===== config.mk =====
export PLATFORM = sky130hd
export DESIGN_NAME = ebp_bridge_pwm
export DESIGN_NICKNAME = d
export VERILOG_FILES = /design/src/core/ebp_pkg.sv /design/src/core/ebp_bridge_pwm.sv
export SDC_FILE = /design/constraint.sdc
export NUM_CORES = 1
export LEC_CHECK = 0
export BUFFER_PORTS_ARGS = -buffer_cell sky130_fd_sc_hd__buf_2
export CAP_MARGIN = 30
export CELL_PAD_IN_SITES_DETAIL_PLACEMENT = 2
export CELL_PAD_IN_SITES_GLOBAL_PLACEMENT = 2
export CORE_MARGIN = 1
export CORE_UTILIZATION = 40
export DETAILED_ROUTE_END_ITERATION = 10
export HOLD_SLACK_MARGIN = 0.02
export PLACE_DENSITY = 0.87
export SYNTH_ARGS = -nofsm -noshare
export SYNTH_HDL_FRONTEND = slang
export SYNTH_SLANG_ARGS = --single-unit
export TNS_END_PERCENT = 50

===== constraint.sdc =====
create_clock -name ref_clk -period 4.1 [get_ports ref_clk]
set_input_delay 0.615 -clock ref_clk [delete_from_list [all_inputs] [get_ports ref_clk]]
set_output_delay 0.615 -clock ref_clk [all_outputs]
set_load 0.05 [all_outputs]

===== src/core/ebp_pkg.sv =====
// Package: register map, field layout and types of the bridge PWM block
package ebp_pkg;
  localparam int          REG_AW          = 3;
  localparam int          REG_DW          = 8;
  // Register offsets
  localparam logic [2:0]  OFF_DUTY_HIGH   = 3'h0;
  localparam logic [2:0]  OFF_PWM_CTRL    = 3'h1;
  localparam logic [2:0]  OFF_PERIOD      = 3'h2;
  localparam logic [2:0]  OFF_TIMER       = 3'h3;
  localparam logic [2:0]  OFF_TIMER_CTRL  = 3'h4;
  localparam logic [2:0]  OFF_DEADBAND    = 3'h5;
  localparam logic [2:0]  OFF_DUTY_BUF    = 3'h6;
  // Field positions
  localparam int          CTL_DIR_BIT     = 7;
  localparam int          CTL_CFG_HI      = 7;
  localparam int          CTL_CFG_LO      = 6;
  localparam int          CTL_DLOW_HI     = 5;
  localparam int          CTL_DLOW_LO     = 4;
  localparam int          CTL_MODE_HI     = 3;
  localparam int          CTL_MODE_LO     = 0;
  localparam int          TCON_ON_BIT     = 2;
  localparam int          TCON_PS_HI      = 1;
  localparam int          TCON_PS_LO      = 0;
  // Reset values
  localparam logic [7:0]  RST_BYTE        = 8'h00;
  localparam logic [6:0]  RST_DEADBAND    = 7'h00;
  localparam logic [1:0]  RST_FINE        = 2'h0;
  // Prescale: last sub-count index for 1, 4, 16 oscillator clocks per fine step
  localparam logic [3:0]  PS_LAST_1       = 4'h0;
  localparam logic [3:0]  PS_LAST_4       = 4'h3;
  localparam logic [3:0]  PS_LAST_16      = 4'hf;
  localparam logic [1:0]  FINE_LAST       = 2'h3;
  // Oscillator clocks per instruction cycle (dead-band unit)
  localparam int          OSC_PER_INSTR   = 4;
  localparam logic [8:0]  DB_CNT_MAX      = 9'h1ff;
  localparam logic [3:0]  MODE_PWM_HI     = 4'hc;

  typedef enum logic [1:0] {
    EBP_CFG_SINGLE  = 2'b00,
    EBP_CFG_FB_FWD  = 2'b01,
    EBP_CFG_HALF    = 2'b10,
    EBP_CFG_FB_REV  = 2'b11
  } ebp_cfg_t;

  typedef struct packed {
    logic a;
    logic b;
    logic c;
    logic d;
  } ebp_quad_t;

  typedef struct packed {
    ebp_quad_t level;
    ebp_quad_t oe;
  } ebp_bridge_t;
endpackage


===== src/core/ebp_bridge_pwm.sv =====
// Enhanced bridge PWM: period timer, buffered duty compare, bridge output steering
//
// Notes on behaviour
// Duty writes anytime, buffered at period match
// Duty buffer read-only in PWM mode
// Clear output when buffer matches timer fine
// Duty beyond period never clears output
// Four output configurations selectable
// Period is 4 Tosc times (limit+1) times prescale
// Duty time is Tosc times 10-bit duty times prescale
// Dead-band is 4 Tosc times 7-bit count
// Half-bridge: A is PWM, B complement
// Half-bridge delays every inactive-to-active edge
// Dead-band beyond duty keeps output inactive
// Forward: A active, D modulated, B C off
// Reverse: C active, B modulated, A D off
// Direction write applies next PWM cycle
// Direction change: B D off, swap A C early
// Modulated outputs off until period starts
// Prescale 1, 4 or 16 from two bits
// Full-bridge never inserts dead-band
// Firmware lowers duty before reversing near full
// Config codes: single, forward, half, reverse
// Modes 1100-1111 select PWM with pair polarity
// Period end: clear timer, load duty, set output
// Settings load at period, dead-band at first boundary
`timescale 1ns/1ps
module ebp_bridge_pwm (
  input  wire logic                         ref_clk,
  input  wire logic                         srst,
  input  wire logic [ebp_pkg::REG_AW-1:0]   reg_addr,
  input  wire logic [ebp_pkg::REG_DW-1:0]   reg_wdata,
  input  wire logic                         reg_wr,
  input  wire logic                         reg_rd,
  output logic      [ebp_pkg::REG_DW-1:0]   reg_rdata,
  output ebp_pkg::ebp_bridge_t              bridge_out
);
  import ebp_pkg::*;

  logic [7:0]  duty_high_byte_r;
  logic [7:0]  pwm_control_reg_r;
  logic [7:0]  period_limit_r;
  logic [7:0]  period_timer_r;
  logic [2:0]  timer_control_reg_r;
  logic [6:0]  deadband_count_r;
  logic [7:0]  duty_compare_buffer_r;
  logic [1:0]  duty_latch_r;
  logic [1:0]  act_cfg_r;
  logic [3:0]  act_mode_r;
  logic [6:0]  db_shadow_r;
  logic [3:0]  sub_r;
  logic [1:0]  fine_r;
  logic        pwm_raw_r;
  logic        raw_dly_r;
  logic [8:0]  db_cnt_r;
  ebp_bridge_t out_r;
  ebp_bridge_t out_nxt;
  logic [7:0]  rdata_r;

  logic        timer_on;
  logic [3:0]  ps_last;
  logic        fine_step;
  logic        tick;
  logic        period_end;
  logic        duty_match;
  logic [9:0]  duty_new;
  logic        pwm_mode;
  logic        pwm_mode_new;
  logic        full_act;
  logic        full_new;
  logic        new_dir;
  logic        swap_win;
  logic        raw_edge;
  logic [8:0]  db_need;
  logic        a_on;
  logic        b_on;
  ebp_quad_t   act;
  logic        buf_wr;

  assign timer_on     = timer_control_reg_r[TCON_ON_BIT];
  assign duty_new     = {duty_high_byte_r, pwm_control_reg_r[CTL_DLOW_HI:CTL_DLOW_LO]};
  assign pwm_mode     = (act_mode_r & MODE_PWM_HI) == MODE_PWM_HI;
  assign pwm_mode_new = (pwm_control_reg_r[CTL_MODE_HI:CTL_MODE_LO] & MODE_PWM_HI) == MODE_PWM_HI;
  assign buf_wr       = reg_wr && reg_addr == OFF_DUTY_BUF && !pwm_mode_new;

  // Prescale select: 00 -> 1, 01 -> 4, 1x -> 16
  always_comb begin
    case (timer_control_reg_r[TCON_PS_HI:TCON_PS_LO])
      2'b00:   ps_last = PS_LAST_1;
      2'b01:   ps_last = PS_LAST_4;
      default: ps_last = PS_LAST_16;
    endcase
  end

  // Fine count advances every prescale clocks; four fine steps make one timer count
  assign fine_step  = timer_on && sub_r == ps_last;
  assign tick       = fine_step && fine_r == FINE_LAST;
  assign period_end = tick && period_timer_r == period_limit_r;
  // Match on the step that reaches the duty, so the raw pulse lasts exactly duty fine steps
  // A duty above the period never reaches this equality
  assign duty_match = fine_step
                      && {duty_compare_buffer_r, duty_latch_r} == {period_timer_r, fine_r} + 10'h001;

  always_ff @(posedge ref_clk) begin
    if (srst) begin
      sub_r          <= 4'h0;
      fine_r         <= RST_FINE;
      period_timer_r <= RST_BYTE;
    end else if (fine_step) begin
      sub_r  <= 4'h0;
      fine_r <= fine_r + 2'h1;
      if (period_end) begin
        period_timer_r <= RST_BYTE;
      end else if (tick) begin
        period_timer_r <= period_timer_r + 8'h01;
      end
    end else if (timer_on) begin
      sub_r <= sub_r + 4'h1;
    end
  end

  // Software registers
  always_ff @(posedge ref_clk) begin
    if (srst) begin
      duty_high_byte_r    <= RST_BYTE;
      pwm_control_reg_r   <= RST_BYTE;
      period_limit_r      <= RST_BYTE;
      timer_control_reg_r <= 3'h0;
      deadband_count_r    <= RST_DEADBAND;
    end else if (reg_wr) begin
      case (reg_addr)
        OFF_DUTY_HIGH:  duty_high_byte_r    <= reg_wdata;
        OFF_PWM_CTRL:   pwm_control_reg_r   <= reg_wdata;
        OFF_PERIOD:     period_limit_r      <= reg_wdata;
        OFF_TIMER_CTRL: timer_control_reg_r <= reg_wdata[2:0];
        OFF_DEADBAND:   deadband_count_r    <= reg_wdata[6:0];
        default: ;
      endcase
    end
  end

  // Duty double buffer; hardware load at the boundary beats a software write
  always_ff @(posedge ref_clk) begin
    if (srst) begin
      duty_compare_buffer_r <= RST_BYTE;
      duty_latch_r          <= 2'h0;
    end else if (period_end) begin
      duty_compare_buffer_r <= duty_high_byte_r;
      duty_latch_r          <= pwm_control_reg_r[CTL_DLOW_HI:CTL_DLOW_LO];
    end else if (buf_wr) begin
      duty_compare_buffer_r <= reg_wdata;
    end
  end

  // Control shadows; outputs stay idle until the first period boundary
  always_ff @(posedge ref_clk) begin
    if (srst) begin
      act_cfg_r  <= EBP_CFG_SINGLE;
      act_mode_r <= 4'h0;
    end else if (period_end) begin
      act_cfg_r  <= pwm_control_reg_r[CTL_CFG_HI:CTL_CFG_LO];
      act_mode_r <= pwm_control_reg_r[CTL_MODE_HI:CTL_MODE_LO];
    end
  end

  // Dead-band shadow loads at whichever boundary comes first
  always_ff @(posedge ref_clk) begin
    if (srst) begin
      db_shadow_r <= RST_DEADBAND;
    end else if (period_end || duty_match) begin
      db_shadow_r <= deadband_count_r;
    end
  end

  // Raw PWM: set at period end unless duty is zero, cleared on compare match
  always_ff @(posedge ref_clk) begin
    if (srst) begin
      pwm_raw_r <= 1'b0;
    end else if (period_end) begin
      pwm_raw_r <= duty_new != 10'h000;
    end else if (duty_match) begin
      pwm_raw_r <= 1'b0;
    end
  end

  // Dead-band timer counts oscillator clocks since the last raw edge
  assign raw_edge = pwm_raw_r != raw_dly_r;
  assign db_need  = 9'({db_shadow_r, 2'b00});

  always_ff @(posedge ref_clk) begin
    if (srst) begin
      raw_dly_r <= 1'b0;
      db_cnt_r  <= 9'h000;
    end else begin
      raw_dly_r <= pwm_raw_r;
      if (raw_edge) begin
        db_cnt_r <= 9'h001;
      end else if (db_cnt_r != DB_CNT_MAX) begin
        db_cnt_r <= db_cnt_r + 9'h001;
      end
    end
  end

  // A short pulse ends before the count expires, so that output never turns on
  always_comb begin
    a_on = pwm_raw_r && (raw_edge ? db_need == 9'h000 : db_cnt_r >= db_need);
    b_on = !pwm_raw_r && (raw_edge ? db_need == 9'h000 : db_cnt_r >= db_need);
  end

  // Direction reversal pending: last timer count of the period
  assign full_act = act_cfg_r[0];
  assign full_new = pwm_control_reg_r[CTL_CFG_LO];
  assign new_dir  = pwm_control_reg_r[CTL_DIR_BIT];
  assign swap_win = pwm_mode && full_act && full_new && new_dir != act_cfg_r[1]
                    && timer_on && period_timer_r == period_limit_r;

  always_comb begin
    act = '0;
    case (ebp_cfg_t'(act_cfg_r))
      EBP_CFG_SINGLE: act.a = pwm_raw_r;
      EBP_CFG_HALF: begin
        act.a = a_on;
        act.b = b_on;
      end
      EBP_CFG_FB_FWD: begin
        act.a = 1'b1;
        act.d = pwm_raw_r;
      end
      EBP_CFG_FB_REV: begin
        act.c = 1'b1;
        act.b = pwm_raw_r;
      end
      default: act = '0;
    endcase
    if (swap_win) begin
      act.b = 1'b0;
      act.d = 1'b0;
      act.a = !new_dir;
      act.c = new_dir;
    end
  end

  // Polarity per pair; pins unused by the configuration stay released and low
  always_comb begin
    out_nxt = '0;
    if (pwm_mode) begin
      out_nxt.oe.a    = 1'b1;
      out_nxt.oe.b    = act_cfg_r != EBP_CFG_SINGLE;
      out_nxt.oe.c    = full_act;
      out_nxt.oe.d    = full_act;
      out_nxt.level.a = act.a ^ act_mode_r[1];
      out_nxt.level.c = full_act && (act.c ^ act_mode_r[1]);
      out_nxt.level.b = (act_cfg_r != EBP_CFG_SINGLE) && (act.b ^ act_mode_r[0]);
      out_nxt.level.d = full_act && (act.d ^ act_mode_r[0]);
    end
  end

  always_ff @(posedge ref_clk) begin
    if (srst) begin
      out_r <= '0;
    end else begin
      out_r <= out_nxt;
    end
  end

  // Read data stands in the cycle after the strobe; unmapped reads return zero
  always_ff @(posedge ref_clk) begin
    if (srst) begin
      rdata_r <= RST_BYTE;
    end else if (reg_rd) begin
      case (reg_addr)
        OFF_DUTY_HIGH:  rdata_r <= duty_high_byte_r;
        OFF_PWM_CTRL:   rdata_r <= pwm_control_reg_r;
        OFF_PERIOD:     rdata_r <= period_limit_r;
        OFF_TIMER:      rdata_r <= period_timer_r;
        OFF_TIMER_CTRL: rdata_r <= {5'h00, timer_control_reg_r};
        OFF_DEADBAND:   rdata_r <= {1'b0, deadband_count_r};
        OFF_DUTY_BUF:   rdata_r <= duty_compare_buffer_r;
        default:        rdata_r <= RST_BYTE;
      endcase
    end else begin
      rdata_r <= RST_BYTE;
    end
  end

  assign reg_rdata  = rdata_r;
  assign bridge_out = out_r;

  a_buf_load: assert property (@(posedge ref_clk) disable iff (srst)
    period_end |=> duty_compare_buffer_r == $past(duty_high_byte_r) && duty_latch_r == $past(duty_new[1:0]))
    else $error("duty buffer not loaded at period end");

  a_buf_readonly: assert property (@(posedge ref_clk) disable iff (srst)
    reg_wr && reg_addr == OFF_DUTY_BUF && pwm_mode_new && !period_end |=> $stable(duty_compare_buffer_r))
    else $error("duty buffer written in PWM mode");

  a_match_clear: assert property (@(posedge ref_clk) disable iff (srst)
    duty_match && !period_end |=> !pwm_raw_r)
    else $error("output not cleared on duty match");

  a_period_set: assert property (@(posedge ref_clk) disable iff (srst)
    period_end |=> pwm_raw_r == ($past(duty_new) != 10'h000) && period_timer_r == 8'h00)
    else $error("period boundary did not restart cycle");

  a_fine_rate: assert property (@(posedge ref_clk) disable iff (srst || (reg_wr && reg_addr == OFF_TIMER_CTRL))
    fine_step && timer_control_reg_r[1:0] == 2'b01 && !reg_wr |=> !fine_step [*3] ##1 fine_step)
    else $error("fine step spacing wrong for prescale four");

  a_fwd_outputs: assert property (@(posedge ref_clk) disable iff (srst)
    pwm_mode && act_cfg_r == EBP_CFG_FB_FWD && !swap_win
    |=> out_r.level.a == !$past(act_mode_r[1]) && out_r.level.b == $past(act_mode_r[0])
        && out_r.level.c == $past(act_mode_r[1]))
    else $error("forward bridge outputs wrong");

  a_rev_outputs: assert property (@(posedge ref_clk) disable iff (srst)
    pwm_mode && act_cfg_r == EBP_CFG_FB_REV && !swap_win
    |=> out_r.level.c == !$past(act_mode_r[1]) && out_r.level.a == $past(act_mode_r[1])
        && out_r.level.d == $past(act_mode_r[0]))
    else $error("reverse bridge outputs wrong");

  a_swap_quiet: assert property (@(posedge ref_clk) disable iff (srst)
    swap_win |=> out_r.level.b == $past(act_mode_r[0]) && out_r.level.d == $past(act_mode_r[0])
                 && out_r.level.c == ($past(new_dir) ^ $past(act_mode_r[1])))
    else $error("direction swap window outputs wrong");

  a_half_delay: assert property (@(posedge ref_clk) disable iff (srst)
    pwm_mode && act_cfg_r == EBP_CFG_HALF && $rose(pwm_raw_r) && db_shadow_r != 7'h00
    |-> !a_on ##1 !a_on ##1 !a_on ##1 !a_on)
    else $error("half-bridge turned on inside dead-band");
endmodule


==> results.txt, run 1 <==
Unique cell type count in the Yosys netlist: 67
Synth Instances: 597
CTS tree: done
Final WS setup: 952 ps
Arrival time at the worst endpoint: 3390 ps
Final min period: 3150 ps
Max clock buf depth: 2
EDFF count, synth: 0
Final Core Density: 0.456
Peak VDD IR: 0.000217 V
Sequential fraction of design power: 0.472
Num rows: 40
Hold Crit Depth: 2
Endpoint, Worst Hold: act_mode_r[2]
Vias in the first global route: 4930
IO Pins: 31
Clk network pwr share: 0.463
Pin count of the biggest net entering global routing: 52
Crit Path Class: register to register
Sequence of cells on the critical path: xor2_1 > nor4_1 > o2111ai_2 > buf_4 > and3_1 > a311o_2
Final setup vio count: 0
DRC: 0
Switch share: 0.248
First-pass GRT wire length: 28400 um
Worst Path Buf+Inv: 1
Total CTS buffers: 9
Met3 Resource Use GR: 0.0492
Period utilization: 0.768
Path type of the worst min-delay path: register to register
Routability Congestion: 0.818
Crit Path Max Fanout: 18
P_sw: 0.000509 W
Critical path required time: 4340 ps
Layout cells sized above 1: 0.135
I/O Buffers: 30
Synthesized net count: 625
Die Footprint: 13100 sq um
Starting Density: 0.416
Setup_tns: 0 ps
Max-slew headroom: 0.346
Syn avg cell area: 8.48 sq um
Static Leak: 2.06 nW
Number of antenna diodes: 0
Ys flop type: dfxtp_1
Global-route usage over all layers: 0.291
Hold path start: act_mode_r[2]
Final antenna-violating net count: 0
Final Total Pwr: 0.00206 W
Setup crit end kind: register
Logic pwr share: 0.065
Int Pwr: 0.00155 W
Met2 Use GR: 0.485
R2R Path Start: period_timer_r[4]
Postcts setup bufs: 0
Area leader, netlist: dfxtp_1
Synth Warn #: 0
Reg2reg path depth: 6
Count leader, synth: dfxtp_1
Final Max Slew Viols: 0
CTS root buf: clkbuf_16
CTS Hold Bufs: 0
Clock sink total: 97
Top cells by area, synth: dfxtp_1 (38%), nand2_1 (6.7%), mux2i_1 (6.3%), a21oi_1 (4.9%), nor2_1 (4.9%)
H-tree levels: 3
Number of vias per cell: 5.87
Die Ht: 114 um
Layout Nets: 631
Cell Pwr Density: 371 nW/um^2
Global route overflow: 0
Critical path launch point type: register
Synth top area share: 0.384
Via Count: 4558
Area of the mapped netlist: 5060 sq um
Max Cap Viol: 0
DR pass1 iterations: 4
Reg2reg end: db_shadow_r[3]
Pre-CTS setup slack: 1010 ps
Worst Hold Slack: 484 ps
Register area share after synthesis: 0.384
Reg2Reg Setup Slack: 950 ps
Core area: 12200 sq um
Drt total wl: 18000 um
Met1 Use GR: 0.370
Layout Area Growth over Synthesis: 9.59%
First DRT Iteration DRCs: 243
Outcome: finished clean
Die X: 114 um
Worst-margin pin slew: 980 ps
Post-CTS sizing: 0
Worst path slowest cell: o2111ai_2
Hpwl dp: 12600 um
Global routing's busiest layer: met2
Fin. Hold Viols: 0
Worst-path clk slew: 70 ps
Cell family with most CP delay: compound AO/OA/AOI/OAI gates
Worst-Skew Late Latency: 360 ps
WL per Instance: 23.3 um
Worst Skew: 9.40 ps
Ys async rst share: 0
RSZ-0062 raised after global routing: no
Max Fclk: 318 MHz
CP max stage delay: 640 ps
Synthesized flop and latch total: 97
Most frequent cells after synthesis: dfxtp_1 (97), nand2_1 (91), nor2_1 (66), a21oi_1 (50), mux2i_1 (32)
Initial antenna violation count: 0
-- routing by layer --
layer	vias up	share of wire
li1	2102	-
met1	2312	0.45
met2	103	0.48
met4	0	0.030
met3	41	0.039
met5	-	0
-- metrics by stage --
step           std cells  area [sq um]
6_report             776          5550
5_1_grt              776          5550
4_1_cts              776          5550
3_5_place_dp         760          5220
3_3_place_gp         760          5220
2_1_floorplan        597          5060
-- worst max path at each step --
stage	start	slack (ps)	cells past startpoint	to
after floorplan	fine_r[0]	1530	8	db_shadow_r[1]
after global routing	period_timer_r[4]	740	7	db_shadow_r[6]
after detailed placement	period_timer_r[4]	1010	6	db_shadow_r[3]
after global placement	period_timer_r[4]	1210	6	db_shadow_r[5]
after CTS	period_timer_r[4]	1030	6	db_shadow_r[3]
final	period_timer_r[4]	950	6	db_shadow_r[3]
-- placed cells by master (no fill, tap or decap), drive strengths merged, types with 3 or more instances in the layout --
master	n
o22ai	4
o21a	3
a211oi	12
o211ai	3
buf	32
or4b	3
a31oi	3
inv	14
nor4	8
mux2	9
a221oi	3
xor2	24
nor2b	8
xnor2	15
nand2b	3
nor3	17
o21ai	10
mux2i	32
nand3	13
ha	13
a22oi	6
nor2	66
clkinv	3
or4	4
nand4	7
a311o	5
a21oi	51
or3	6
dfxtp	97
clkbuf	10
nand2	91
and4	3
and3	7
-- power by group through the flow --
stage	Sequential, W	Clock [W]	Combinational [W]
after floorplan	0.000989	0	0.0000843
after global placement	0.000991	0	0.000122
after detailed placement	0.000993	0	0.000129
after CTS	0.000971	0.000961	0.000132
after global routing	0.000973	0.000999	0.000143
final	0.000972	0.000953	0.000133
-- flip-flops by register name, summed over array words and instances (netlist names) --
register               flops
act_cfg_r                  2
act_mode_r                 4
bridge_out                 7
db_cnt_r                   9
db_shadow_r                7
deadband_count_r           7
duty_compare_buffer_r      8
duty_high_byte_r           8
duty_latch_r               2
fine_r                     2
period_limit_r             8
period_timer_r             8
pwm_control_reg_r          8
pwm_raw_r                  1
raw_dly_r                  1
reg_rdata                  8
sub_r                      4
timer_control_reg_r        3
-- final cells by class --
class	instances	area, sq um
inverter	14	52.6
clock inverter	6	90.1
multi-input combinational	449	2850
clock buffer	10	239
timing repair buffer	32	165
tap	168	210
sequential	97	1940
fill	1382	6620
-- tightest hold or removal path: stages (launching register included) --
cell,delay [ps]
dfxtp_1,320
nand2_1,50
a21oi_1,60
-- cells by family (layout without fill, tap and decap cells) --
family / count (synthesis) / in the layout / synth area share
flops: 97 / 97 / 0.384
fa+ha+maj: 13 / 13 / 0.0321
xor+xnor: 39 / 39 / 0.0675
simple gates: 241 / 241 / 0.224
mux: 42 / 42 / 0.0878
buf+inv: 51 / 62 / 0.0536
compound gates: 114 / 114 / 0.151
(Power assumes the default switching activity.)
==> run 2: changes to the inputs <==
Settings changed: ABC_AREA set to 1, CORE_UTILIZATION 40 to 31, PLACE_DENSITY 0.87 to 0.77.
Clock period 4.1 ns to 2.7 ns, I/O delays scaled along.
==> run 2 against run 1 <==
  * Critical path depth increased by 6
  * First-iteration DRC count fell by 33%
  * Combinational power up 61%
  * Synthesized cell count is 8.4% higher
  * Sequential share of layout area rose by 1.8 points
  * Setup slack got worse by 590 ps
  * Clock-buffer cell count is the same
  * Largest cell class unchanged
  * Highest routed layer unchanged
==> results.txt, run 2 <==
CTS Hold Bufs: 0 (unchanged)
Routability Congestion: 0.834 (was 0.818)
Most frequent cells after synthesis: nand2_1 (116), dfxtp_1 (97), inv_1 (80), nor2_1 (71), a21oi_1 (58) (was dfxtp_1 (97), nand2_1 (91), nor2_1 (66), a21oi_1 (50), mux2i_1 (32))
Arrival time at the worst endpoint: 2580 ps (was 3390 ps)
Final Core Density: 0.360 (was 0.456)
Final min period: 2340 ps (was 3150 ps)
Unique cell type count in the Yosys netlist: 34 (was 67)
EDFF count, synth: 0 (unchanged)
DR pass1 iterations: 4 (unchanged)
Switch share: 0.253 (was 0.248)
Layout Area Growth over Synthesis: 12.2% (was 9.59%)
Compound-gate portion of the synthesized area: 0.180 (was 0.151)
Global route overflow: 0 (unchanged)
Area of the multi-input gates: 2350 sq um (was 2850 sq um)
Post-Synth Adder-Cell Area: 0.0346 (was 0.0321)
Die Ht: 125 um (was 114 um)
Peak VDD IR: 0.000290 V (was 0.000217 V)
CP max stage delay: 490 ps (was 640 ps)
Outcome: finished clean (unchanged)
Critical path required time: 2940 ps (was 4340 ps)
Fill cells: 1749 (was 1382)
Final antenna-violating net count: 0 (unchanged)
Int Pwr: 0.00212 W (was 0.00155 W)
RSZ-0062 raised after global routing: no (unchanged)
Die Footprint: 15700 sq um (was 13100 sq um)
Register area share after synthesis: 0.413 (was 0.384)
Crit Path Class: register to register (unchanged)
Count leader, synth: nand2_1 (was dfxtp_1)
Core area: 14600 sq um (was 12200 sq um)
Die X: 125 um (was 114 um)
Synth Warn #: 0 (unchanged)
Met3 Resource Use GR: 0.0274 (was 0.0492)
Postcts setup bufs: 0 (unchanged)
Sequential Area: 1940 sq um (unchanged)
DRC: 0 (unchanged)
Max-slew headroom: 0.516 (was 0.346)
Clock sink total: 97 (unchanged)
Worst path slowest cell: dfxtp_1 (was o2111ai_2)
Cell family with most CP delay: simple AND/OR/NAND/NOR gates (was compound AO/OA/AOI/OAI gates)
Global routing's busiest layer: met2 (unchanged)
First-pass GRT wire length: 26900 um (was 28400 um)
P_sw: 0.000717 W (was 0.000509 W)
Synth Area in Simple Gates: 0.243 (was 0.224)
Cell Pwr Density: 538 nW/um^2 (was 371 nW/um^2)
Path type of the worst min-delay path: input port to register (was register to register)
Syn avg cell area: 7.27 sq um (was 8.48 sq um)
Layout cells sized above 1: 0.108 (was 0.135)
Area leader, netlist: dfxtp_1 (unchanged)
Starting Density: 0.321 (was 0.416)
Synthesized net count: 675 (was 625)
Ys async rst share: 0 (unchanged)
Crit-path most repeated cell: nand2_1
Global-route usage over all layers: 0.225 (was 0.291)
Crit Path Max Fanout: 15 (was 18)
Register with the most flip-flops: db_cnt_r (unchanged)
Post-Synth XOR/XNOR Area: 0.0410 (was 0.0675)
Post-CTS sizing: 0 (unchanged)
Drt total wl: 16900 um (was 18000 um)
Worst-Skew Late Latency: 350 ps (was 360 ps)
Number of vias per cell: 5.27 (was 5.87)
Synthesized flop and latch total: 97 (unchanged)
Ys flop type: dfxtp_1 (unchanged)
Max reg flops: 9 (unchanged)
Number of antenna diodes: 0 (unchanged)
Clk network pwr share: 0.402 (was 0.463)
Synth Instances: 647 (was 597)
Worst Path Buf+Inv: 1 (unchanged)
Most common cell after layout, fill and taps aside: nand2_1 (was dfxtp_1)
Worst-margin pin slew: 708 ps (was 980 ps)
Critical path launch point type: register (unchanged)
Sequential fraction of design power: 0.523 (was 0.472)
Max clock buf depth: 2 (unchanged)
Initial antenna violation count: 0 (unchanged)
H-tree levels: 3 (unchanged)
Worst Skew: 8.64 ps (was 9.40 ps)
Area of the mapped netlist: 4700 sq um (was 5060 sq um)
Hpwl dp: 13000 um (was 12600 um)
Final Total Pwr: 0.00284 W (was 0.00206 W)
Final Max Slew Viols: 0 (unchanged)
Total CTS buffers: 9 (unchanged)
Main combinational cell family by area after synthesis: simple AND/OR/NAND/NOR gates (unchanged)
Setup crit end kind: register (unchanged)
Mux cell area share after synthesis: 0 (was 0.0878)
Met2 Use GR: 0.415 (was 0.485)
Num rows: 44 (was 40)
CTS root buf: clkbuf_16 (unchanged)
Period utilization: 0.865 (was 0.768)
Setup_tns: 0 ps (unchanged)
Via Count: 4541 (was 4558)
IO Pins: 31 (unchanged)
First DRT Iteration DRCs: 162 (was 243)
Synth top area share: 0.413 (was 0.384)
Pin count of the biggest net entering global routing: 26 (was 52)
Vias in the first global route: 4932 (was 4930)
Worst-path clk slew: 60 ps (was 70 ps)
Final setup vio count: 0 (unchanged)
Sequence of cells on the critical path: ha_1 > nand3_2 > inv_2 > nand2_1 > nand2_1 > nand2_1 > nand2_1 > nand2_1 > nor2_1 > nand3_2 > a21oi_1 > nor2_1 (was xor2_1 > nor4_1 > o2111ai_2 > buf_4 > and3_1 > a311o_2)
WL per Instance: 19.6 um (was 23.3 um)
Max Cap Viol: 0 (unchanged)
Max Fclk: 428 MHz (was 318 MHz)
I/O Buffers: 30 (unchanged)
Static Leak: 2.13 nW (was 2.06 nW)
Layout Nets: 705 (was 631)
Worst Hold Slack: 321 ps (was 484 ps)
Logic pwr share: 0.076 (was 0.065)
Top cells by area, synth: dfxtp_1 (41%), nand2_1 (9.3%), inv_1 (6.4%), a21oi_1 (6.2%), nor2_1 (5.7%) (was dfxtp_1 (38%), nand2_1 (6.7%), mux2i_1 (6.3%), a21oi_1 (4.9%), nor2_1 (4.9%))
Fin. Hold Viols: 0 (unchanged)
Met1 Use GR: 0.263 (was 0.370)
Most frequent cells in the layout: nand2_1 (116), dfxtp_1 (97), inv_1 (80) (was dfxtp_1 (97), nand2_1 (91), nor2_1 (66))
CTS tree: done (unchanged)
==> run 2: changes by cell type in the layout (fill, tap and decap cells not counted), moves of 9 or more <==
cell,change
a211oi_1,-9
inv_1,+67
mux2_2,-9
mux2i_1,-32
nand2_1,+25
nand3_1,+19
nor3_1,-11
o21ai_0,+44
o21ai_1,+11
o22ai_1,+20
xor2_1,-12
==> run 2: path summary, 6_finish.rpt <==
check	slack [ps]	end	cells after the start	startpoint
setup / recovery	360	db_shadow_r[5]	12	period_timer_r[0]
hold / removal	320	db_cnt_r[0]	2	srst
setup reg to reg	360	db_shadow_r[5]	12	period_timer_r[0]
hold reg to reg	470	act_mode_r[2]	2	act_mode_r[2]
==> run 2: cell families after synthesis <==
logic type | Yosys count
buf+inv | 103
xor+xnor | 22
fa+ha+maj | 13
flops | 97
compound gates | 156
simple gates | 256
==> run 2: routing by layer <==
layer | part of all wire | routed length (um) | vias to the layer above
met3 | 0.019 | 317 | 24
met2 | 0.52 | 8780 | 55
met5 | 0 | 0 | -
met1 | 0.44 | 7350 | 2272
li1 | - | - | 2190
met4 | 0.025 | 428 | 0
==> run 2: final cells by class <==
class,instances,area share
Clock buffer,10,0.0434
Clock inverter,2,0.00190
Inverter,86,0.0612
Multi-Input combinational cell,447,0.445
Sequential cell,97,0.368
Tap cell,184,0.0436
Timing Repair Buffer,36,0.0370
==> run 2: worst register-to-register path: cells and delay by family (launching register included) <==
| family | cells | cell delay, ps |
|---|---|---|
| AO/OA/AOI/OAI | 1 | 270 |
| adder cells (fa/ha/maj) | 1 | 250 |
| buffers and inverters | 1 | 130 |
| flip-flops | 1 | 490 |
| AND/OR/NAND/NOR | 9 | 1100 |
==> run 2: through the flow <==
stage / worst slack [ps] / cells / cell area, sq um
finish: 364 / 862 / 5280
global route: 161 / 862 / 5280
CTS: 370 / 862 / 5280
detailed placement: 413 / 850 / 5040
global placement: 469 / 850 / 5040
floorplan: 930 / 647 / 4700
==> run 2: power groups by stage <==
| stage | Clock (W) | Sequential (W) | Combinational (W) |
|---|---|---|---|
| 2_1_floorplan | 0 | 0.00151 | 0.000125 |
| 3_3_place_gp | 0 | 0.00151 | 0.000204 |
| 3_5_place_dp | 0 | 0.00152 | 0.000213 |
| 4_1_cts | 0.00117 | 0.00148 | 0.000214 |
| 5_1_grt | 0.00122 | 0.00149 | 0.000237 |
| 6_report | 0.00114 | 0.00148 | 0.000214 |
